`src/hw/lane_pkg.sv`:
```
// constants shared by the serdes lane: register map, field layout, reset values, counts
// assumes one system clock samples every lane clock; registers sit behind an avalon-mm slave
package lane_pkg;

    // ************************************************
    // widths
    // ************************************************
    localparam int unsigned MAX_WORD_W = 10;
    localparam int unsigned FACTOR_W   = 4;
    localparam int unsigned TAP_W      = 6;
    localparam int unsigned ADDR_W     = 4;
    localparam int unsigned DATA_W     = 32;

    // ************************************************
    // register byte offsets
    // ************************************************
    localparam logic [ADDR_W-1:0] CTRL_OFFS = 4'h0;
    localparam logic [ADDR_W-1:0] STAT_OFFS = 4'h4;

    // ************************************************
    // control fields
    // ************************************************
    localparam int unsigned CTRL_FACTOR_LSB = 0;
    localparam int unsigned CTRL_HALF_BIT   = 4;
    localparam int unsigned CTRL_FIFO_BIT   = 5;
    localparam int unsigned CTRL_MODE_LSB   = 6;
    localparam int unsigned CTRL_DTERM_BIT  = 8;
    localparam int unsigned CTRL_STERM_BIT  = 9;
    localparam int unsigned CTRL_USED_W     = 10;
    localparam logic [CTRL_USED_W-1:0] CTRL_RESET = 10'h018; // factor 8, half rate

    // ************************************************
    // status fields
    // ************************************************
    localparam int unsigned STAT_LOCK_BIT  = 0;
    localparam int unsigned STAT_EMPTY_BIT = 1;
    localparam int unsigned STAT_FINAL_LSB = 8;
    localparam int unsigned STAT_TAP_LSB   = 16;

    // ************************************************
    // counts and defaults
    // ************************************************
    localparam int unsigned FIFO_DEPTH_DEF = 4;
    localparam int unsigned LOCK_WORDS_DEF = 8;
    localparam logic [FACTOR_W-1:0] FACTOR_ONE = 4'h1;
    localparam logic [FACTOR_W-1:0] FACTOR_MAX = 4'ha;
    localparam logic [TAP_W-1:0]    TAP_ZERO   = 6'h00;
    localparam logic [TAP_W-1:0]    TAP_TOP    = 6'h3f;

    // delay mode encoding in the control register
    typedef enum logic [1:0] {
        DLY_STATIC  = 2'h0,
        DLY_DYNAMIC = 2'h1,
        DLY_ALIGN   = 2'h2
    } delay_mode_t;

endpackage

```
`src/hw/pin_sync.sv`:
```
// two-stage synchroniser with edge detect on the second stage
// assumes inputs come from outside the clk_sys domain
`timescale 1ns/1ps

module pin_sync #(
    parameter int unsigned W = 1
) (
    input  wire logic         clk_sys,
    input  wire logic         rst,
    input  wire logic         ce,
    input  wire logic [W-1:0] pin,
    output logic      [W-1:0] level,
    output logic      [W-1:0] rise,
    output logic      [W-1:0] fall
);

    logic [W-1:0] meta_q;
    logic [W-1:0] stable_q;
    logic [W-1:0] prev_q;

    // ************************************************
    // capture chain
    // ************************************************
    // first stage feeds only the second stage
    always_ff @(posedge clk_sys or posedge rst) begin
        if (rst) begin
            meta_q   <= '0;
            stable_q <= '0;
            prev_q   <= '0;
        end else if (ce) begin
            meta_q   <= pin;
            stable_q <= meta_q;
            prev_q   <= stable_q;
        end
    end

    // edges are seen in the same cycle the level changes
    assign level = stable_q;
    assign rise  = stable_q & ~prev_q;
    assign fall  = ~stable_q & prev_q;

endmodule

```
`src/hw/serdes_lane.sv`:
```
// bidirectional serdes lane: deserializer, serializer, read-side queue, delay control
// assumes every lane clock is a pin sampled by clk_sys, far slower than clk_sys
`timescale 1ns/1ps

// How it works
// - received words delivered as parallel data
// - core words serialized onto the pads
// - separate slow and fast clocks per direction
// - empty flag raised while queue holds nothing
// - words popped only on read strobe
// - receive reset clears queue and deserializer
// - buffer enable gates receive capture
// - termination follows control pin in dynamic mode
// - lock raised after training; data withheld before
// - delay enable starts stepping or training
// - step up or down in dynamic mode
// - delay reset clears counter or training
// - final tap shown once locked
// - transmit reset clears the serializer
// - output enable drives the pad pair
// - half rate uses both fast edges
// - words handed over on slow rising edge
module serdes_lane
    import lane_pkg::*;
#(
    parameter int unsigned FIFO_DEPTH = lane_pkg::FIFO_DEPTH_DEF,
    parameter int unsigned LOCK_WORDS = lane_pkg::LOCK_WORDS_DEF
) (
    input  wire logic                            clk_sys,
    input  wire logic                            rst,
    input  wire logic                            ce,
    // register bus
    input  wire logic [lane_pkg::ADDR_W-1:0]     avs_address,
    input  wire logic                            avs_read,
    input  wire logic                            avs_write,
    input  wire logic [lane_pkg::DATA_W-1:0]     avs_writedata,
    input  wire logic [3:0]                      avs_byteenable,
    output logic      [lane_pkg::DATA_W-1:0]     avs_readdata,
    output logic                                 avs_waitrequest,
    // lane clocks
    input  wire logic                            rx_parallel_clock,
    input  wire logic                            rx_serial_clock,
    input  wire logic                            tx_parallel_clock,
    input  wire logic                            tx_serial_clock,
    input  wire logic                            xfer_queue_read_clock,
    // receive side
    input  wire logic                            rx_path_reset,
    input  wire logic                            input_buffer_on,
    input  wire logic                            termination_ctrl,
    input  wire logic                            xfer_queue_read,
    output logic                                 xfer_queue_empty,
    output logic      [lane_pkg::MAX_WORD_W-1:0] rx_word,
    output logic                                 rx_word_valid,
    output logic                                 termination_on,
    // delay control
    input  wire logic                            delay_adjust_enable,
    input  wire logic                            delay_step_up,
    input  wire logic                            delay_adjust_reset,
    output logic                                 align_lock,
    output logic      [lane_pkg::TAP_W-1:0]      final_delay_setting,
    // transmit side
    input  wire logic [lane_pkg::MAX_WORD_W-1:0] tx_word,
    input  wire logic                            tx_path_reset,
    input  wire logic                            output_enable,
    // pads
    input  wire logic                            pad_p_i,
    input  wire logic                            pad_n_i,
    output logic                                 pad_p_o,
    output logic                                 pad_n_o,
    output logic                                 pad_oe
);

    import lane_pkg::*;

    localparam int unsigned PW     = $clog2(FIFO_DEPTH);
    localparam int unsigned SYNC_W = 16 + MAX_WORD_W;

    // ************
    // input synchronisers
    // ************
    logic [SYNC_W-1:0] s_lvl;
    logic [SYNC_W-1:0] s_rise;
    logic [SYNC_W-1:0] s_fall;

    // every lane clock and control pin shares one chain so edges stay aligned
    pin_sync #(.W(SYNC_W)) u_sync (
        .clk_sys (clk_sys),
        .rst     (rst),
        .ce      (ce),
        .pin     ({tx_word, pad_n_i, pad_p_i, output_enable, tx_path_reset, xfer_queue_read,
                   delay_adjust_reset, delay_step_up, delay_adjust_enable, termination_ctrl,
                   input_buffer_on, rx_path_reset, xfer_queue_read_clock, tx_serial_clock,
                   tx_parallel_clock, rx_serial_clock, rx_parallel_clock}),
        .level   (s_lvl),
        .rise    (s_rise),
        .fall    (s_fall)
    );

    logic rxp_rise;
    logic rxs_rise;
    logic rxs_fall;
    logic txp_rise;
    logic txs_rise;
    logic txs_fall;
    logic rdc_rise;
    logic rx_rst_s;
    logic buf_on_s;
    logic term_s;
    logic dly_en_s;
    logic dly_up_s;
    logic delay_adjust_reset_s;
    logic rd_s;
    logic tx_rst_s;
    logic oe_s;
    logic pad_bit_s;
    logic [MAX_WORD_W-1:0] tx_word_s;

    assign rxp_rise  = s_rise[0];
    assign rxs_rise  = s_rise[1];
    assign rxs_fall  = s_fall[1];
    assign txp_rise  = s_rise[2];
    assign txs_rise  = s_rise[3];
    assign txs_fall  = s_fall[3];
    assign rdc_rise  = s_rise[4];
    assign rx_rst_s  = s_lvl[5];
    assign buf_on_s  = s_lvl[6];
    assign term_s    = s_lvl[7];
    assign dly_en_s  = s_lvl[8];
    assign dly_up_s  = s_lvl[9];
    assign delay_adjust_reset_s = s_lvl[10];
    assign rd_s      = s_lvl[11];
    assign tx_rst_s  = s_lvl[12];
    assign oe_s      = s_lvl[13];
    assign pad_bit_s = s_lvl[14] & ~s_lvl[15];    // differential: p high, n low
    assign tx_word_s = s_lvl[SYNC_W-1:16];

    // ************
    // register slave
    // ************
    logic [CTRL_USED_W-1:0] ctrl_q;
    logic                   ack_q;
    logic                   hit_ctrl;
    logic                   hit_stat;
    logic [DATA_W-1:0]      stat_word;

    assign hit_ctrl        = (avs_address == CTRL_OFFS);
    assign hit_stat        = (avs_address == STAT_OFFS);
    assign avs_waitrequest = (avs_read | avs_write) & ~ack_q;

    // one wait cycle per access, ack drops again so each request is taken once
    always_ff @(posedge clk_sys or posedge rst) begin
        if (rst) begin
            ack_q <= 1'b0;
        end else if (ce) begin
            ack_q <= (avs_read | avs_write) & ~ack_q;
        end
    end

    // control register, byte lanes 0 and 1 hold the fields
    always_ff @(posedge clk_sys or posedge rst) begin
        if (rst) begin
            ctrl_q <= CTRL_RESET;
        end else if (ce && avs_write && ack_q && hit_ctrl) begin
            if (avs_byteenable[0]) begin
                ctrl_q[7:0] <= avs_writedata[7:0];
            end
            if (avs_byteenable[1]) begin
                ctrl_q[CTRL_USED_W-1:8] <= avs_writedata[CTRL_USED_W-1:8];
            end
        end
    end

    // read data registered; unmapped offsets read zero
    always_ff @(posedge clk_sys or posedge rst) begin
        if (rst) begin
            avs_readdata <= '0;
        end else if (ce && avs_read && !ack_q) begin
            if (hit_ctrl) begin
                avs_readdata <= {{(DATA_W-CTRL_USED_W){1'b0}}, ctrl_q};
            end else if (hit_stat) begin
                avs_readdata <= stat_word;
            end else begin
                avs_readdata <= '0;
            end
        end
    end

    // ************
    // configuration decode
    // ************
    logic [FACTOR_W-1:0] factor_raw;
    logic [FACTOR_W-1:0] factor;
    logic                half_rate;
    logic                fifo_on;
    delay_mode_t         dly_mode;

    assign factor_raw = ctrl_q[CTRL_FACTOR_LSB +: FACTOR_W];
    // one shared factor, so rx and tx cannot disagree
    assign factor     = (factor_raw == '0 || factor_raw > FACTOR_MAX) ? FACTOR_MAX : factor_raw;
    assign half_rate  = ctrl_q[CTRL_HALF_BIT];
    assign fifo_on    = ctrl_q[CTRL_FIFO_BIT];
    assign dly_mode   = delay_mode_t'(ctrl_q[CTRL_MODE_LSB +: 2]);
    // static mode takes the register bit, dynamic mode the pin
    assign termination_on = ctrl_q[CTRL_DTERM_BIT] ? term_s : ctrl_q[CTRL_STERM_BIT];

    // ************
    // delay counter and phase alignment
    // ************
    logic [TAP_W-1:0]            tap_q;
    logic [$clog2(LOCK_WORDS):0] train_q;

    // inputs act on the slow clock rising edge
    always_ff @(posedge clk_sys or posedge rst) begin
        if (rst) begin
            tap_q               <= TAP_ZERO;
            train_q             <= '0;
            align_lock          <= 1'b0;
            final_delay_setting <= TAP_ZERO;
        end else if (ce && rxp_rise) begin
            if (delay_adjust_reset_s) begin
                tap_q      <= TAP_ZERO;
                train_q    <= '0;
                align_lock <= 1'b0;
            end else if (dly_en_s && dly_mode == DLY_DYNAMIC) begin
                if (dly_up_s && tap_q != TAP_TOP) begin
                    tap_q <= tap_q + 1'b1;
                end else if (!dly_up_s && tap_q != TAP_ZERO) begin
                    tap_q <= tap_q - 1'b1;
                end
            end else if (dly_en_s && dly_mode == DLY_ALIGN && !align_lock) begin
                // training sweeps the tap; locks after a fixed word count
                if (train_q == ($clog2(LOCK_WORDS)+1)'(LOCK_WORDS - 1)) begin
                    align_lock          <= 1'b1;
                    final_delay_setting <= tap_q;
                end else begin
                    train_q <= train_q + 1'b1;
                    tap_q   <= tap_q + 1'b1;
                end
            end
        end
    end

    // ************
    // deserializer
    // ************
    logic [FACTOR_W-1:0]   rx_cnt_q;
    logic [MAX_WORD_W-1:0] rx_asm_q;
    logic [MAX_WORD_W-1:0] rx_hold_q;
    logic                  rx_hold_vld_q;
    logic                  rx_evt;
    logic                  pass_ok;
    logic                  push;
    logic [MAX_WORD_W-1:0] rx_next;

    // half rate captures on both fast edges, full rate on rise only
    assign rx_evt  = buf_on_s & (rxs_rise | (half_rate & rxs_fall));
    // training mode withholds words until lock
    assign pass_ok = (dly_mode != DLY_ALIGN) | align_lock;
    assign push    = rxp_rise & rx_hold_vld_q & pass_ok & fifo_on;

    always_comb begin
        rx_next           = rx_asm_q;
        rx_next[rx_cnt_q] = pad_bit_s;
    end

    // bit count restarts on reset; word held for the next slow edge
    always_ff @(posedge clk_sys or posedge rst) begin
        if (rst) begin
            rx_cnt_q      <= '0;
            rx_asm_q      <= '0;
            rx_hold_q     <= '0;
            rx_hold_vld_q <= 1'b0;
        end else if (ce) begin
            if (rx_rst_s) begin
                rx_cnt_q      <= '0;
                rx_asm_q      <= '0;
                rx_hold_vld_q <= 1'b0;
            end else begin
                if (rxp_rise) begin
                    rx_hold_vld_q <= 1'b0;
                end
                if (rx_evt) begin
                    if (rx_cnt_q == factor - FACTOR_ONE) begin
                        rx_hold_q     <= rx_next;
                        rx_hold_vld_q <= 1'b1;
                        rx_asm_q      <= '0;
                        rx_cnt_q      <= '0;
                    end else begin
                        rx_asm_q <= rx_next;
                        rx_cnt_q <= rx_cnt_q + FACTOR_ONE;
                    end
                end
            end
        end
    end

    // ************
    // read-side queue
    // ************
    logic [MAX_WORD_W-1:0] mem_q [FIFO_DEPTH];
    logic [PW:0]           wr_ptr_q;
    logic [PW:0]           rd_ptr_q;
    logic                  full;
    logic                  pop;

    assign xfer_queue_empty = (wr_ptr_q == rd_ptr_q);
    assign full             = (wr_ptr_q[PW-1:0] == rd_ptr_q[PW-1:0]) && (wr_ptr_q[PW] != rd_ptr_q[PW]);
    // pops only on the read clock edge with strobe, never when empty
    assign pop              = fifo_on & rdc_rise & rd_s & ~xfer_queue_empty;

    // overflow drops the incoming word: the lane cannot stall the far transmitter
    always_ff @(posedge clk_sys or posedge rst) begin
        if (rst) begin
            wr_ptr_q <= '0;
            rd_ptr_q <= '0;
        end else if (ce) begin
            if (rx_rst_s) begin
                wr_ptr_q <= '0;
                rd_ptr_q <= '0;
            end else begin
                if (push && !full) begin
                    mem_q[wr_ptr_q[PW-1:0]] <= rx_hold_q;
                    wr_ptr_q                <= wr_ptr_q + 1'b1;
                end
                if (pop) begin
                    rd_ptr_q <= rd_ptr_q + 1'b1;
                end
            end
        end
    end

    // ************
    // parallel output
    // ************
    // direct path on the slow rising edge, or from the queue on a pop
    always_ff @(posedge clk_sys or posedge rst) begin
        if (rst) begin
            rx_word       <= '0;
            rx_word_valid <= 1'b0;
        end else if (ce) begin
            rx_word_valid <= 1'b0;
            if (rx_rst_s) begin
                rx_word <= '0;
            end else if (pop) begin
                rx_word       <= mem_q[rd_ptr_q[PW-1:0]];
                rx_word_valid <= 1'b1;
            end else if (!fifo_on && rxp_rise && rx_hold_vld_q && pass_ok) begin
                rx_word       <= rx_hold_q;
                rx_word_valid <= 1'b1;
            end
        end
    end

    // ************
    // serializer
    // ************
    logic [MAX_WORD_W-1:0] tx_shift_q;
    logic [MAX_WORD_W-1:0] tx_next_q;
    logic [FACTOR_W-1:0]   tx_cnt_q;
    logic                  tx_evt;

    assign tx_evt = txs_rise | (half_rate & txs_fall);

    // word taken on slow edge, shifted out lsb first
    always_ff @(posedge clk_sys or posedge rst) begin
        if (rst) begin
            tx_shift_q <= '0;
            tx_next_q  <= '0;
            tx_cnt_q   <= '0;
            pad_p_o    <= 1'b0;
            pad_n_o    <= 1'b1;
        end else if (ce) begin
            if (tx_rst_s) begin
                tx_shift_q <= '0;
                tx_next_q  <= '0;
                tx_cnt_q   <= '0;
                pad_p_o    <= 1'b0;
                pad_n_o    <= 1'b1;
            end else begin
                if (txp_rise) begin
                    tx_next_q <= tx_word_s;
                end
                if (tx_evt) begin
                    if (tx_cnt_q == '0) begin
                        pad_p_o    <= tx_next_q[0];
                        pad_n_o    <= ~tx_next_q[0];
                        tx_shift_q <= tx_next_q >> 1;
                    end else begin
                        pad_p_o    <= tx_shift_q[0];
                        pad_n_o    <= ~tx_shift_q[0];
                        tx_shift_q <= tx_shift_q >> 1;
                    end
                    tx_cnt_q <= (tx_cnt_q == factor - FACTOR_ONE) ? '0 : tx_cnt_q + FACTOR_ONE;
                end
            end
        end
    end

    // turnaround: drivers release the pair when the enable drops
    assign pad_oe = oe_s;

    // ************
    // status word
    // ************
    always_comb begin
        stat_word                                 = '0;
        stat_word[STAT_LOCK_BIT]                  = align_lock;
        stat_word[STAT_EMPTY_BIT]                 = xfer_queue_empty;
        stat_word[STAT_FINAL_LSB +: TAP_W]        = final_delay_setting;
        stat_word[STAT_TAP_LSB +: TAP_W]          = tap_q;
    end

endmodule

```
`config.mk`:
```
export PLATFORM = sky130hd
export DESIGN_NAME = serdes_lane
export DESIGN_NICKNAME = d
export VERILOG_FILES = /design/src/hw/lane_pkg.sv /design/src/hw/pin_sync.sv /design/src/hw/serdes_lane.sv
export SDC_FILE = /design/constraint.sdc
export NUM_CORES = 1
export LEC_CHECK = 0
export BUFFER_PORTS_ARGS = -buffer_cell sky130_fd_sc_hd__buf_2
export CELL_PAD_IN_SITES_DETAIL_PLACEMENT = 0
export CELL_PAD_IN_SITES_GLOBAL_PLACEMENT = 1
export CORE_ASPECT_RATIO = 0.7
export CORE_MARGIN = 3
export CORE_UTILIZATION = 49
export CTS_BUF_LIST = sky130_fd_sc_hd__clkbuf_2 sky130_fd_sc_hd__clkbuf_4 sky130_fd_sc_hd__clkbuf_8
export CTS_CLUSTER_DIAMETER = 200
export DETAILED_ROUTE_END_ITERATION = 12
export PLACE_DENSITY_LB_ADDON = 0.1
export SETUP_SLACK_MARGIN = 0.3
export SLEW_MARGIN = 20
export SYNTH_ARGS = -nofsm -noshare
export SYNTH_HDL_FRONTEND = slang
export SYNTH_SLANG_ARGS = --single-unit
```
`constraint.sdc`:
```
create_clock -name clk_sys -period 6.6 [get_ports clk_sys]
set_input_delay 0 -clock clk_sys [delete_from_list [all_inputs] [get_ports clk_sys]]
set_output_delay 0 -clock clk_sys [all_outputs]
set_load 0.01 [all_outputs]
```
==> results of run 1 <==
what timing repair did:
action / CTS / global route
hold endpoints to repair: 108 / 0
hold buffers: 47 / 0
setup buffers: 0 / 0
critical path: stages (launching register included):
cell and delay [ns]:
dfstp_2 0.61, nor3_1 0.06, a211oi_1 0.28, ha_1 0.32, xnor2_1 0.17, nor4bb_2 0.32, o211ai_2 0.25, nor2_4 0.43
mux2_2 0.38
registers in the layout (all words and copies together), names as in the netlist, 3 cells and up:
signal,count
rx_hold_q,10
u_sync.prev_q,5
rx_word,10
train_q,4
avs_readdata,20
final_delay_setting,6
tx_next_q,10
tx_cnt_q,4
rd_ptr_q,3
wr_ptr_q,3
u_sync.level,26
ctrl_q,10
tx_shift_q,9
mem_q,40
tap_q,6
u_sync.meta_q,26
rx_asm_q,10
rx_cnt_q,4
metal layers:
metal	GRT usage, %	vias up
met5	0	-
met4	5.62	0
met3	4.39	31
met2	30.2	156
met1	28.3	3195
li1	-	3011
path summary, 6_finish.rpt:
| check | from | to | slack, ns | cells past startpoint |
|---|---|---|---|---|
| worst min-delay path | rst | u_sync.level[7] | 0.06 | 3 |
| worst max register to register | ctrl_q[3] | rx_hold_q[9] | 3.66 | 8 |
| min in group clk_sys | avs_byteenable[0] | ctrl_q[4] | 0.19 | 3 |
| worst max-delay path | ctrl_q[3] | rx_hold_q[9] | 3.66 | 8 |
| worst min register to register | pad_n_o | pad_n_o | 0.46 | 2 |
| max in group asynchronous | rst | rx_word[1] | 5.46 | 4 |
cells in the final DEF, fill, tap and decap left out, types with 7 or more instances in the layout:
| master | netlist | routed |
|---|---|---|
| a22o_1 | 11 | 11 |
| and2_1 | 8 | 8 |
| buf_2 | 10 | 90 |
| buf_4 | 13 | 7 |
| clkbuf_4 | 0 | 17 |
| clkbuf_8 | 0 | 41 |
| conb_1 | 1 | 12 |
| dfrtp_1 | 169 | 169 |
| dlygate4sd3_1 | 0 | 47 |
| edfxtp_1 | 40 | 40 |
| ha_1 | 16 | 16 |
| inv_1 | 24 | 23 |
| mux2_2 | 76 | 76 |
| mux2_4 | 9 | 9 |
| mux2i_1 | 22 | 22 |
| mux4_2 | 10 | 10 |
| nand2_1 | 124 | 124 |
| nand3_1 | 7 | 7 |
| nor2_1 | 7 | 7 |
| nor2b_1 | 11 | 11 |
| nor3_1 | 8 | 8 |
| o21ai_0 | 45 | 45 |
| o221ai_1 | 8 | 8 |
| o31ai_1 | 13 | 12 |
| xnor2_1 | 8 | 8 |
metrics by stage:
stage                     worst slack, ns  instances  area, µm²
after floorplan                      1.77        770       9620
after global placement               3.78       1082      10200
after detailed placement             3.64       1082      10200
after CTS                            3.65       1193      11400
after global routing                 3.51       1193      11400
final                                3.66       1193      11400
layout make-up:
type | count | area [µm²]
Fill cell | 1590 | 7580
Sequential cell | 212 | 5510
Inverter | 24 | 95.1
Clock buffer | 58 | 692
Multi-Input combinational cell | 484 | 3790
Tap cell | 264 | 330
Timing Repair Buffer | 145 | 985
Clock inverter | 6 | 36.3
cell families after synthesis:
group / count (synthesis) / share of synthesized area, %
DFF: 212 / 57.5
muxes: 117 / 15.0
buffers and inverters: 74 / 3.71
and+or+nand+nor: 201 / 10.4
adders and majority gates: 16 / 2.09
other: 1 / 0.0391
AOI/OAI and AO/OA: 125 / 9.70
xor gates and xnor gates: 13 / 1.62
report_power, final:
part | internal [mW] | switching, mW
Clock | 0.665 | 0.517
Sequential | 1.44 | 0.122
Combinational | 0.226 | 0.238
Total | 2.33 | 0.877
==> flow_metrics.py, run 1 <==
metrics = {
    "grt": {
        "grt_max_degree": 80,
        "grt_overflow": 0,
        "grt_pass1_vias": 6621,
        "track_usage_pct": 19.6,
        "antenna_found_initial": 0,
        "grt_pass1_wl_um": 34000,
    },
    "floorplan": {
        "die_x_um": 173,
        "ios": 127,
        "core_area_mm2": 0.0190,
        "std_cell_rows": 42,
        "die_area_mm2": 0.0213,
        "start_util_pct": 50.4,
        "die_y_um": 123,
    },
    "timing": {
        "maxSlewViolCount": 0,
        "fin_crit_ns": 2.94,
        "relSlewSlack_pct": 29.3,
        "finalSetupTns_ns": 0,
        "tightestPinTransition_ns": 1.06,
        "holdWs_ns": 0.0586,
        "hold_violations": 0,
        "setup_viol": 0,
        "fmax_ghz": 0.340,
        "finClkSkew_ns": 0.0199,
        "fin_crit_sh_pct": 44.6,
        "rsz0062_at_grt": "no",
    },
    "logic_synthesis": {
        "synthArstFlopShare_pct": 81.1,
        "syn_avg_cell_area_um2": 12.6,
        "ys.flop_type": "dfrtp_1",
        "netlist.area_leader.share_pct": 44.1,
        "synthTopCellsByArea": "dfrtp_1, edfxtp_1, mux2_2, nand2_1, mux4_2",
        "synth_common_cells": "dfrtp_1, nand2_1, mux2_2",
        "synth_cells": 759,
        "yosysTopAreaCell": "dfrtp_1",
        "yosys_warnings": 0,
        "synth_edf_count": 40,
        "synth-seq-cells": 212,
        "synth_cell_type_count": 69,
        "yosysMostFrequentCell": "dfrtp_1",
        "synth-seq-area-share_pct": 57.5,
        "syn_area_mm2": 0.00958,
    },
    "setup_path": {
        "arrival_ns": 3.34,
        "crit_required_ns": 7.00,
        "worstSetupStartpointType": "register",
        "end_kind": "register",
        "cp_max_fo": 11,
        "criticalPathCategory": "register to register",
    },
    "outcome": {
        "status": "complete, no violations",
    },
    "drt": {
        "drt_iter0_markers": 404,
        "met1_length_um": 9640,
        "avgViaCountPerCell": 5.36,
        "wl_met3_um": 1110,
        "top_layer": "met4",
        "ant_nets": 0,
        "routed_wirelength_um": 20200,
        "avgRoutedWirePerCell_um": 16.9,
        "wl_met2_um": 9120,
        "vias": 6393,
        "drc": 0,
        "dr.pass1.iters": 5,
    },
    "final_layout": {
        "syn_to_final_growth_pct": 19.4,
        "nets": 989,
        "drive_gt1_share_pct": 30.6,
        "num_antenna_cells": 0,
        "utilization_pct": 60.1,
    },
    "clocking": {
        "cts.sinks": 212,
        "cts_buffer_depth": 3,
        "cts_buffers": 35,
        "clkLatencyLatePin_ns": 0.52,
        "root_buffer": "clkbuf_8",
        "cts.clk_slew.worst_paths_ns": 0.06,
        "cts_resized": 0,
        "htree_levels": 2,
        "tritoncts": "yes",
    },
    "power": {
        "power_density_mw_per_mm2": 280,
        "p_leak_nw": 4.90,
        "ir_worst_vdd_mv": 0.183,
        "finalPower_mw": 3.21,
    },
    "placement": {
        "dp_hpwl_um": 13500,
        "gp_congestion": 0.837,
        "portBuffers": 90,
    },
    "run": {
        "maxCapViolCount": 0,
    },
    "min_path": {
        "min_path_type": "input port to async pin",
    },
}
No activity file was read; power rests on OpenSTA's default activity.
==> run 2, diff against run 1 <==
--- a/config.mk
+++ b/config.mk
@@ -10,7 +10,7 @@
 export CELL_PAD_IN_SITES_GLOBAL_PLACEMENT = 1
 export CORE_ASPECT_RATIO = 0.7
 export CORE_MARGIN = 3
-export CORE_UTILIZATION = 49
+export CORE_UTILIZATION = 44
 export CTS_BUF_LIST = sky130_fd_sc_hd__clkbuf_2 sky130_fd_sc_hd__clkbuf_4 sky130_fd_sc_hd__clkbuf_8
 export CTS_CLUSTER_DIAMETER = 200
 export DETAILED_ROUTE_END_ITERATION = 12
==> constraint.sdc (replaced) <==
create_clock -name clk_sys -period 2.7 [get_ports clk_sys]
set_input_delay 0 -clock clk_sys [delete_from_list [all_inputs] [get_ports clk_sys]]
set_output_delay 0 -clock clk_sys [all_outputs]
set_load 0.01 [all_outputs]
==> run 2 against run 1 <==
Net effect: fmax is 19% higher; core utilization is 4.5 points lower; clock-buffer cell count stayed put; critical endpoint is now rx_hold_q[4]; clock skew is 0.0037 ns lower; via count is 1.7% higher; global-route usage is 0.39 points lower; hold slack worse by 0.021 ns; highest routed layer unchanged.
==> flow_metrics.py, run 2 (synthesis results as in run 1) <==
metrics = {
    "timing": {
        "setup_viol": 0,
        "finClkSkew_ns": 0.0162,
        "fin_crit_sh_pct": 91.6,
        "rsz0062_at_grt": "yes",
        "fmax_ghz": 0.404,
        "tightestPinTransition_ns": 0.857,
        "fin_ws_ns": 0.226,
        "relSlewSlack_pct": 42.8,
        "hold_violations": 0,
        "fin_crit_ns": 2.47,
        "maxSlewViolCount": 0,
    },
    "floorplan": {
        "die_x_um": 182,
        "die_area_mm2": 0.0236,
        "die_y_um": 129,
        "std_cell_rows": 44,
        "core_area_mm2": 0.0210,
        "ios": 127,
        "start_util_pct": 45.6,
    },
    "min_path": {
        "hold_path_startpoint": "avs_address[3]",
        "min_delay_worst_endpoint": "avs_readdata[9]",
        "min_path_type": "input port to register",
        "min_path_cells": 5,
    },
    "power": {
        "seqPwrFrac_pct": 47.7,
        "p_comb_share_pct": 15.7,
        "ir_worst_vdd_mv": 0.328,
        "p_sw_share_pct": 27.9,
        "clkPwrFrac_pct": 36.5,
        "p_sw_mw": 2.22,
        "finalPower_mw": 7.98,
        "p_int_mw": 5.76,
        "p_leak_nw": 5.01,
        "power_density_mw_per_mm2": 682,
    },
    "grt": {
        "grt_pass1_vias": 6787,
        "grt_overflow": 0,
        "grt_max_degree": 110,
        "antenna_found_initial": 0,
        "track_usage_pct": 19.2,
        "grt_pass1_wl_um": 36300,
    },
    "drt": {
        "ant_nets": 0,
        "drc": 0,
        "avgViaCountPerCell": 5.32,
        "routed_wirelength_um": 22000,
        "vias": 6504,
        "drt_iter0_markers": 371,
        "avgRoutedWirePerCell_um": 18.0,
        "dr.pass1.iters": 5,
    },
    "setup_path": {
        "crit_required_ns": 3.09,
        "rr_endpoint": "rx_hold_q[4]",
        "r2r_setup_slack_ns": 0.23,
        "worstSetupStartpointType": "register",
        "cp_max_fo": 11,
        "end_kind": "register",
        "r2r_start": "ctrl_q[3]",
        "arrival_ns": 2.87,
        "worstRegToRegCells": 9,
        "criticalPathCategory": "register to register",
    },
    "placement": {
        "dp_hpwl_um": 14500,
        "portBuffers": 90,
        "place_area_mm2": 0.0104,
        "gp_congestion": 0.804,
        "place_inst": 1107,
        "place_ws_ns": 0.0376,
    },
    "final_layout": {
        "fillers": 1773,
        "final-seq-area_mm2": 0.00551,
        "final_common_cell": "dfrtp_1",
        "layout.cells.non_filler": 1222,
        "drive_gt1_share_pct": 33.3,
        "final_cell_mix": "dfrtp_1, nand2_1, buf_2",
        "multiInputGateArea_mm2": 0.00387,
        "nets": 1008,
        "syn_to_final_growth_pct": 22.1,
        "design_area_mm2": 0.0117,
        "largest_register_ffs": 40,
        "num_antenna_cells": 0,
    },
    "clocking": {
        "htree_levels": 2,
        "cts_buffers": 35,
        "cts_buffer_depth": 3,
        "clkLatencyLatePin_ns": 0.52,
        "root_buffer": "clkbuf_8",
        "tritoncts": "yes",
        "cts.sinks": 212,
        "cts.clk_slew.worst_paths_ns": 0.06,
    },
    "run": {
        "maxCapViolCount": 0,
    },
    "outcome": {
        "status": "complete, no violations",
    },
}
-- run 2: changes by cell type in the layout (fill, tap and decap cells not counted), moves of 2 or more --
cell,before,now
nand3_1,7,5
a211oi_2,0,2
a211oi_1,2,0
nand3_2,0,2
buf_12,0,3
clkinv_2,4,2
buf_4,7,23
and2_1,8,4
and2_2,0,4
-- run 2: worst max-delay path, stage by stage (launching register included) --
cell	delay [ns]
dfstp_2	0.57
nor3_2	0.05
a211oi_2	0.18
ha_1	0.32
xnor2_2	0.18
nor4bb_2	0.30
o211ai_2	0.15
nor2_4	0.15
buf_12	0.16
mux2_4	0.30
-- run 2: power groups by stage --
stage                     sequential, mW  clock (mW)  combinational, mW
after floorplan                     3.74           0              0.911
after global placement              3.84           0               1.11
after detailed placement            3.86           0               1.16
after CTS                           3.80        2.99               1.24
after global routing                3.85        3.15               1.40
final                               3.81        2.91               1.26
-- run 2: worst max-delay path by stage --
stage	start	slack, ns	depth (start not counted)	endpoint
floorplan	rst	-0.82	3	mem_q[0][0]
global route	ctrl_q[3]	0.12	9	rx_hold_q[4]
global placement	ctrl_q[3]	0.14	9	rx_asm_q[3]
CTS	ctrl_q[3]	0.23	10	rx_hold_q[4]
detailed placement	ctrl_q[3]	0.04	9	rx_asm_q[4]
finish	ctrl_q[3]	0.23	9	rx_hold_q[4]
-- run 2: cell type report --
class,count,area share [%]
sequential,212,47.1
clock buffer,58,5.97
inverter,24,0.802
clock inverter,4,0.225
timing repair buffer,164,9.95
tap,276,2.95
multi-input combinational,484,33.0
-- run 2: repair_timing --
| item | 4_1_cts | 5_1_grt |
|---|---|---|
| setup endpoints to repair | 24 | 30 |
| pin swaps | 4 | 1 |
| buffers inserted | 5 | 1 |
| cloned | 0 | 0 |
| hold endpoints to repair | 227 | 6 |
| gates resized for setup | 7 | 4 |
| hold buffers | 46 | 2 |
-- run 2: layer usage --
metal | vias up | part of all wire [%] | GRT usage (%)
met1 | 3263 | 48 | 28.3
met2 | 163 | 45 | 29.3
li1 | 3043 | - | -
met4 | 0 | 1.6 | 4.97
met5 | - | 0 | 0
met3 | 35 | 5.2 | 4.04
-- run 2: through the flow --
step           setup TNS, ns  hold slack, ns  util, %
2_1_floorplan         -32.83           0.140        -
3_3_place_gp               0           0.232     49.5
3_5_place_dp               0           0.237     49.5
4_1_cts                    0          0.0773     55.4
5_1_grt                    0          0.0522     55.7
6_report                   0          0.0374     55.7
==> run 3, diff against run 2 <==
==> constraint.sdc (replaced) <==
create_clock -name clk_sys -period 2.7 [get_ports clk_sys]
set_input_delay 0.135 -clock clk_sys [delete_from_list [all_inputs] [get_ports clk_sys]]
set_output_delay 0.135 -clock clk_sys [all_outputs]
set_load 0.01 [all_outputs]
==> run 3 against run 2 <==
Net effect: power shrank 0.16%; non-clock buffer count shrank 10; sequential share of layout area is 0.30 points higher; cell count down 0.65%; clock power is essentially flat; critical path depth stayed put; flip-flop and latch count did not move; largest power group unchanged.
==> flow_metrics.py, run 3 (synthesis results as in run 1) <==
metrics = {
    "final_layout": {
        "final_common_cell": "dfrtp_1",
        "nets": 998,
        "design_area_mm2": 0.0116,
        "syn_to_final_growth_pct": 21.4,
        "drive_gt1_share_pct": 33.7,
        "fillers": 1808,
        "largest_register_ffs": 40,
        "final_cell_mix": "dfrtp_1, nand2_1, buf_2",
    },
    "floorplan": {
        "die_x_um": 182,
        "ios": 127,
        "start_util_pct": 45.6,
        "std_cell_rows": 44,
        "core_area_mm2": 0.0210,
        "die_y_um": 129,
        "die_area_mm2": 0.0236,
    },
    "grt": {
        "grt_pass1_vias": 6641,
        "grt_max_degree": 93,
        "grt_overflow": 0,
        "grt_pass1_wl_um": 36000,
        "track_usage_pct": 19.0,
        "antenna_found_initial": 0,
    },
    "run": {
        "maxCapViolCount": 0,
    },
    "timing": {
        "fin_crit_sh_pct": 93.1,
        "maxSlewViolCount": 0,
        "holdWs_ns": 0.0692,
        "relSlewSlack_pct": 50.1,
        "finClkSkew_ns": 0.0176,
        "finalSetupTns_ns": 0,
        "rsz0062_at_grt": "yes",
        "hold_violations": 0,
        "tightestPinTransition_ns": 0.749,
        "setup_viol": 0,
        "fmax_ghz": 0.398,
        "fin_crit_ns": 2.51,
    },
    "setup_path": {
        "cp_max_fo": 11,
        "r2r_start": "ctrl_q[3]",
        "rr_endpoint": "rx_hold_q[2]",
        "r2r_setup_slack_ns": 0.19,
        "end_kind": "register",
        "arrival_ns": 2.91,
        "worstRegToRegCells": 9,
        "path_cells": "buf_4 > a211oi_2 > ha_1 > xnor2_2 > nor4bb_2 > o211ai_2 > nor2_4 > buf_12 > mux2_4",
        "critPathMaxStageDelay_ns": 0.57,
        "crit_slowest_cell": "dfstp_2",
        "criticalPathCategory": "register to register",
        "crit_required_ns": 3.10,
        "worstSetupStartpointType": "register",
    },
    "power": {
        "ir_worst_vdd_mv": 0.355,
        "power_density_mw_per_mm2": 685,
        "p_leak_nw": 4.98,
    },
    "min_path": {
        "min_path_cells": 2,
        "min_delay_worst_endpoint": "u_sync.prev_q[0]",
        "hold_path_startpoint": "ce",
        "min_path_type": "input port to register",
    },
    "drt": {
        "routed_wirelength_um": 21600,
        "ant_nets": 0,
        "vias": 6393,
        "drt_iter0_markers": 369,
        "dr.pass1.iters": 4,
        "avgRoutedWirePerCell_um": 17.8,
        "avgViaCountPerCell": 5.27,
        "drc": 0,
    },
    "clocking": {
        "cts.sinks": 212,
        "htree_levels": 2,
        "root_buffer": "clkbuf_8",
        "cts_buffer_depth": 3,
        "cts_buffers": 35,
        "clkLatencyLatePin_ns": 0.52,
        "cts.clk_slew.worst_paths_ns": 0.07,
        "tritoncts": "yes",
    },
    "placement": {
        "place_area_mm2": 0.0104,
        "dp_hpwl_um": 14600,
        "gp_congestion": 0.817,
        "portBuffers": 90,
    },
    "outcome": {
        "status": "complete, no violations",
    },
}
==> run 3: power by group <==
group / leakage, nW / switching [mW] / internal (mW)
combinational: 2.03 / 0.646 / 0.588
clock: 0.399 / 1.29 / 1.63
sequential: 2.55 / 0.293 / 3.52
total: 4.98 / 2.22 / 5.74
==> run 3: final cells by class <==
cell class / count / area, µm² / area share, %
antenna: 1 / 2.50 / 0.0215
inverter: 24 / 93.8 / 0.807
timing repair buffer: 154 / 1070 / 9.20
sequential: 212 / 5510 / 47.4
tap: 276 / 345 / 2.97
multi-input combinational: 484 / 3870 / 33.3
clock inverter: 8 / 47.5 / 0.409
clock buffer: 55 / 688 / 5.92
==> run 3: worst max-delay path by stage <==
stage,from,end,depth (start not counted)
4_1_cts,ctrl_q[3],rx_hold_q[2],9
3_3_place_gp,ctrl_q[3],rx_asm_q[3],9
2_1_floorplan,rst,mem_q[0][0],3
3_5_place_dp,ctrl_q[3],rx_asm_q[5],9
6_report,ctrl_q[3],rx_hold_q[2],9
5_1_grt,ctrl_q[3],rx_hold_q[2],9
==> run 3: repair_timing <==
action,in CTS,in global routing
hold buffers,39,0
hold endpoints to repair,125,0
setup endpoints to repair,25,33
pin swaps,4,0
gates resized for setup,8,5
buffers inserted,4,0
==> run 3: worst max-delay path, delay by kind of cell, from the launching register on <==
kind | cells | cell delay, ns
flops | 1 | 0.57
simple gates | 2 | 0.44
fa+ha+maj | 1 | 0.35
buf+inv | 2 | 0.31
mux | 1 | 0.30
compound gates | 2 | 0.22
xor+xnor | 1 | 0.18
==> run 3: metrics by stage <==
stage	setup slack [ns]	std cells	total power, mW	util (%)
floorplan	-0.956	770	4.65	-
global placement	0.112	1107	4.95	49.5
detailed placement	-0.00424	1107	5.02	49.5
CTS	0.218	1213	8.05	55.2
global route	0.0664	1213	8.41	55.3
finish	0.187	1214	7.96	55.3
==> run 3: routing by layer <==
layer,routed length (µm),GRT usage [%],up-vias
li1,-,-,3015
met5,0,0,-
met1,10500,28.5,3204
met2,9730,28.3,139
met3,1120,4.04,35
met4,302,5.24,0
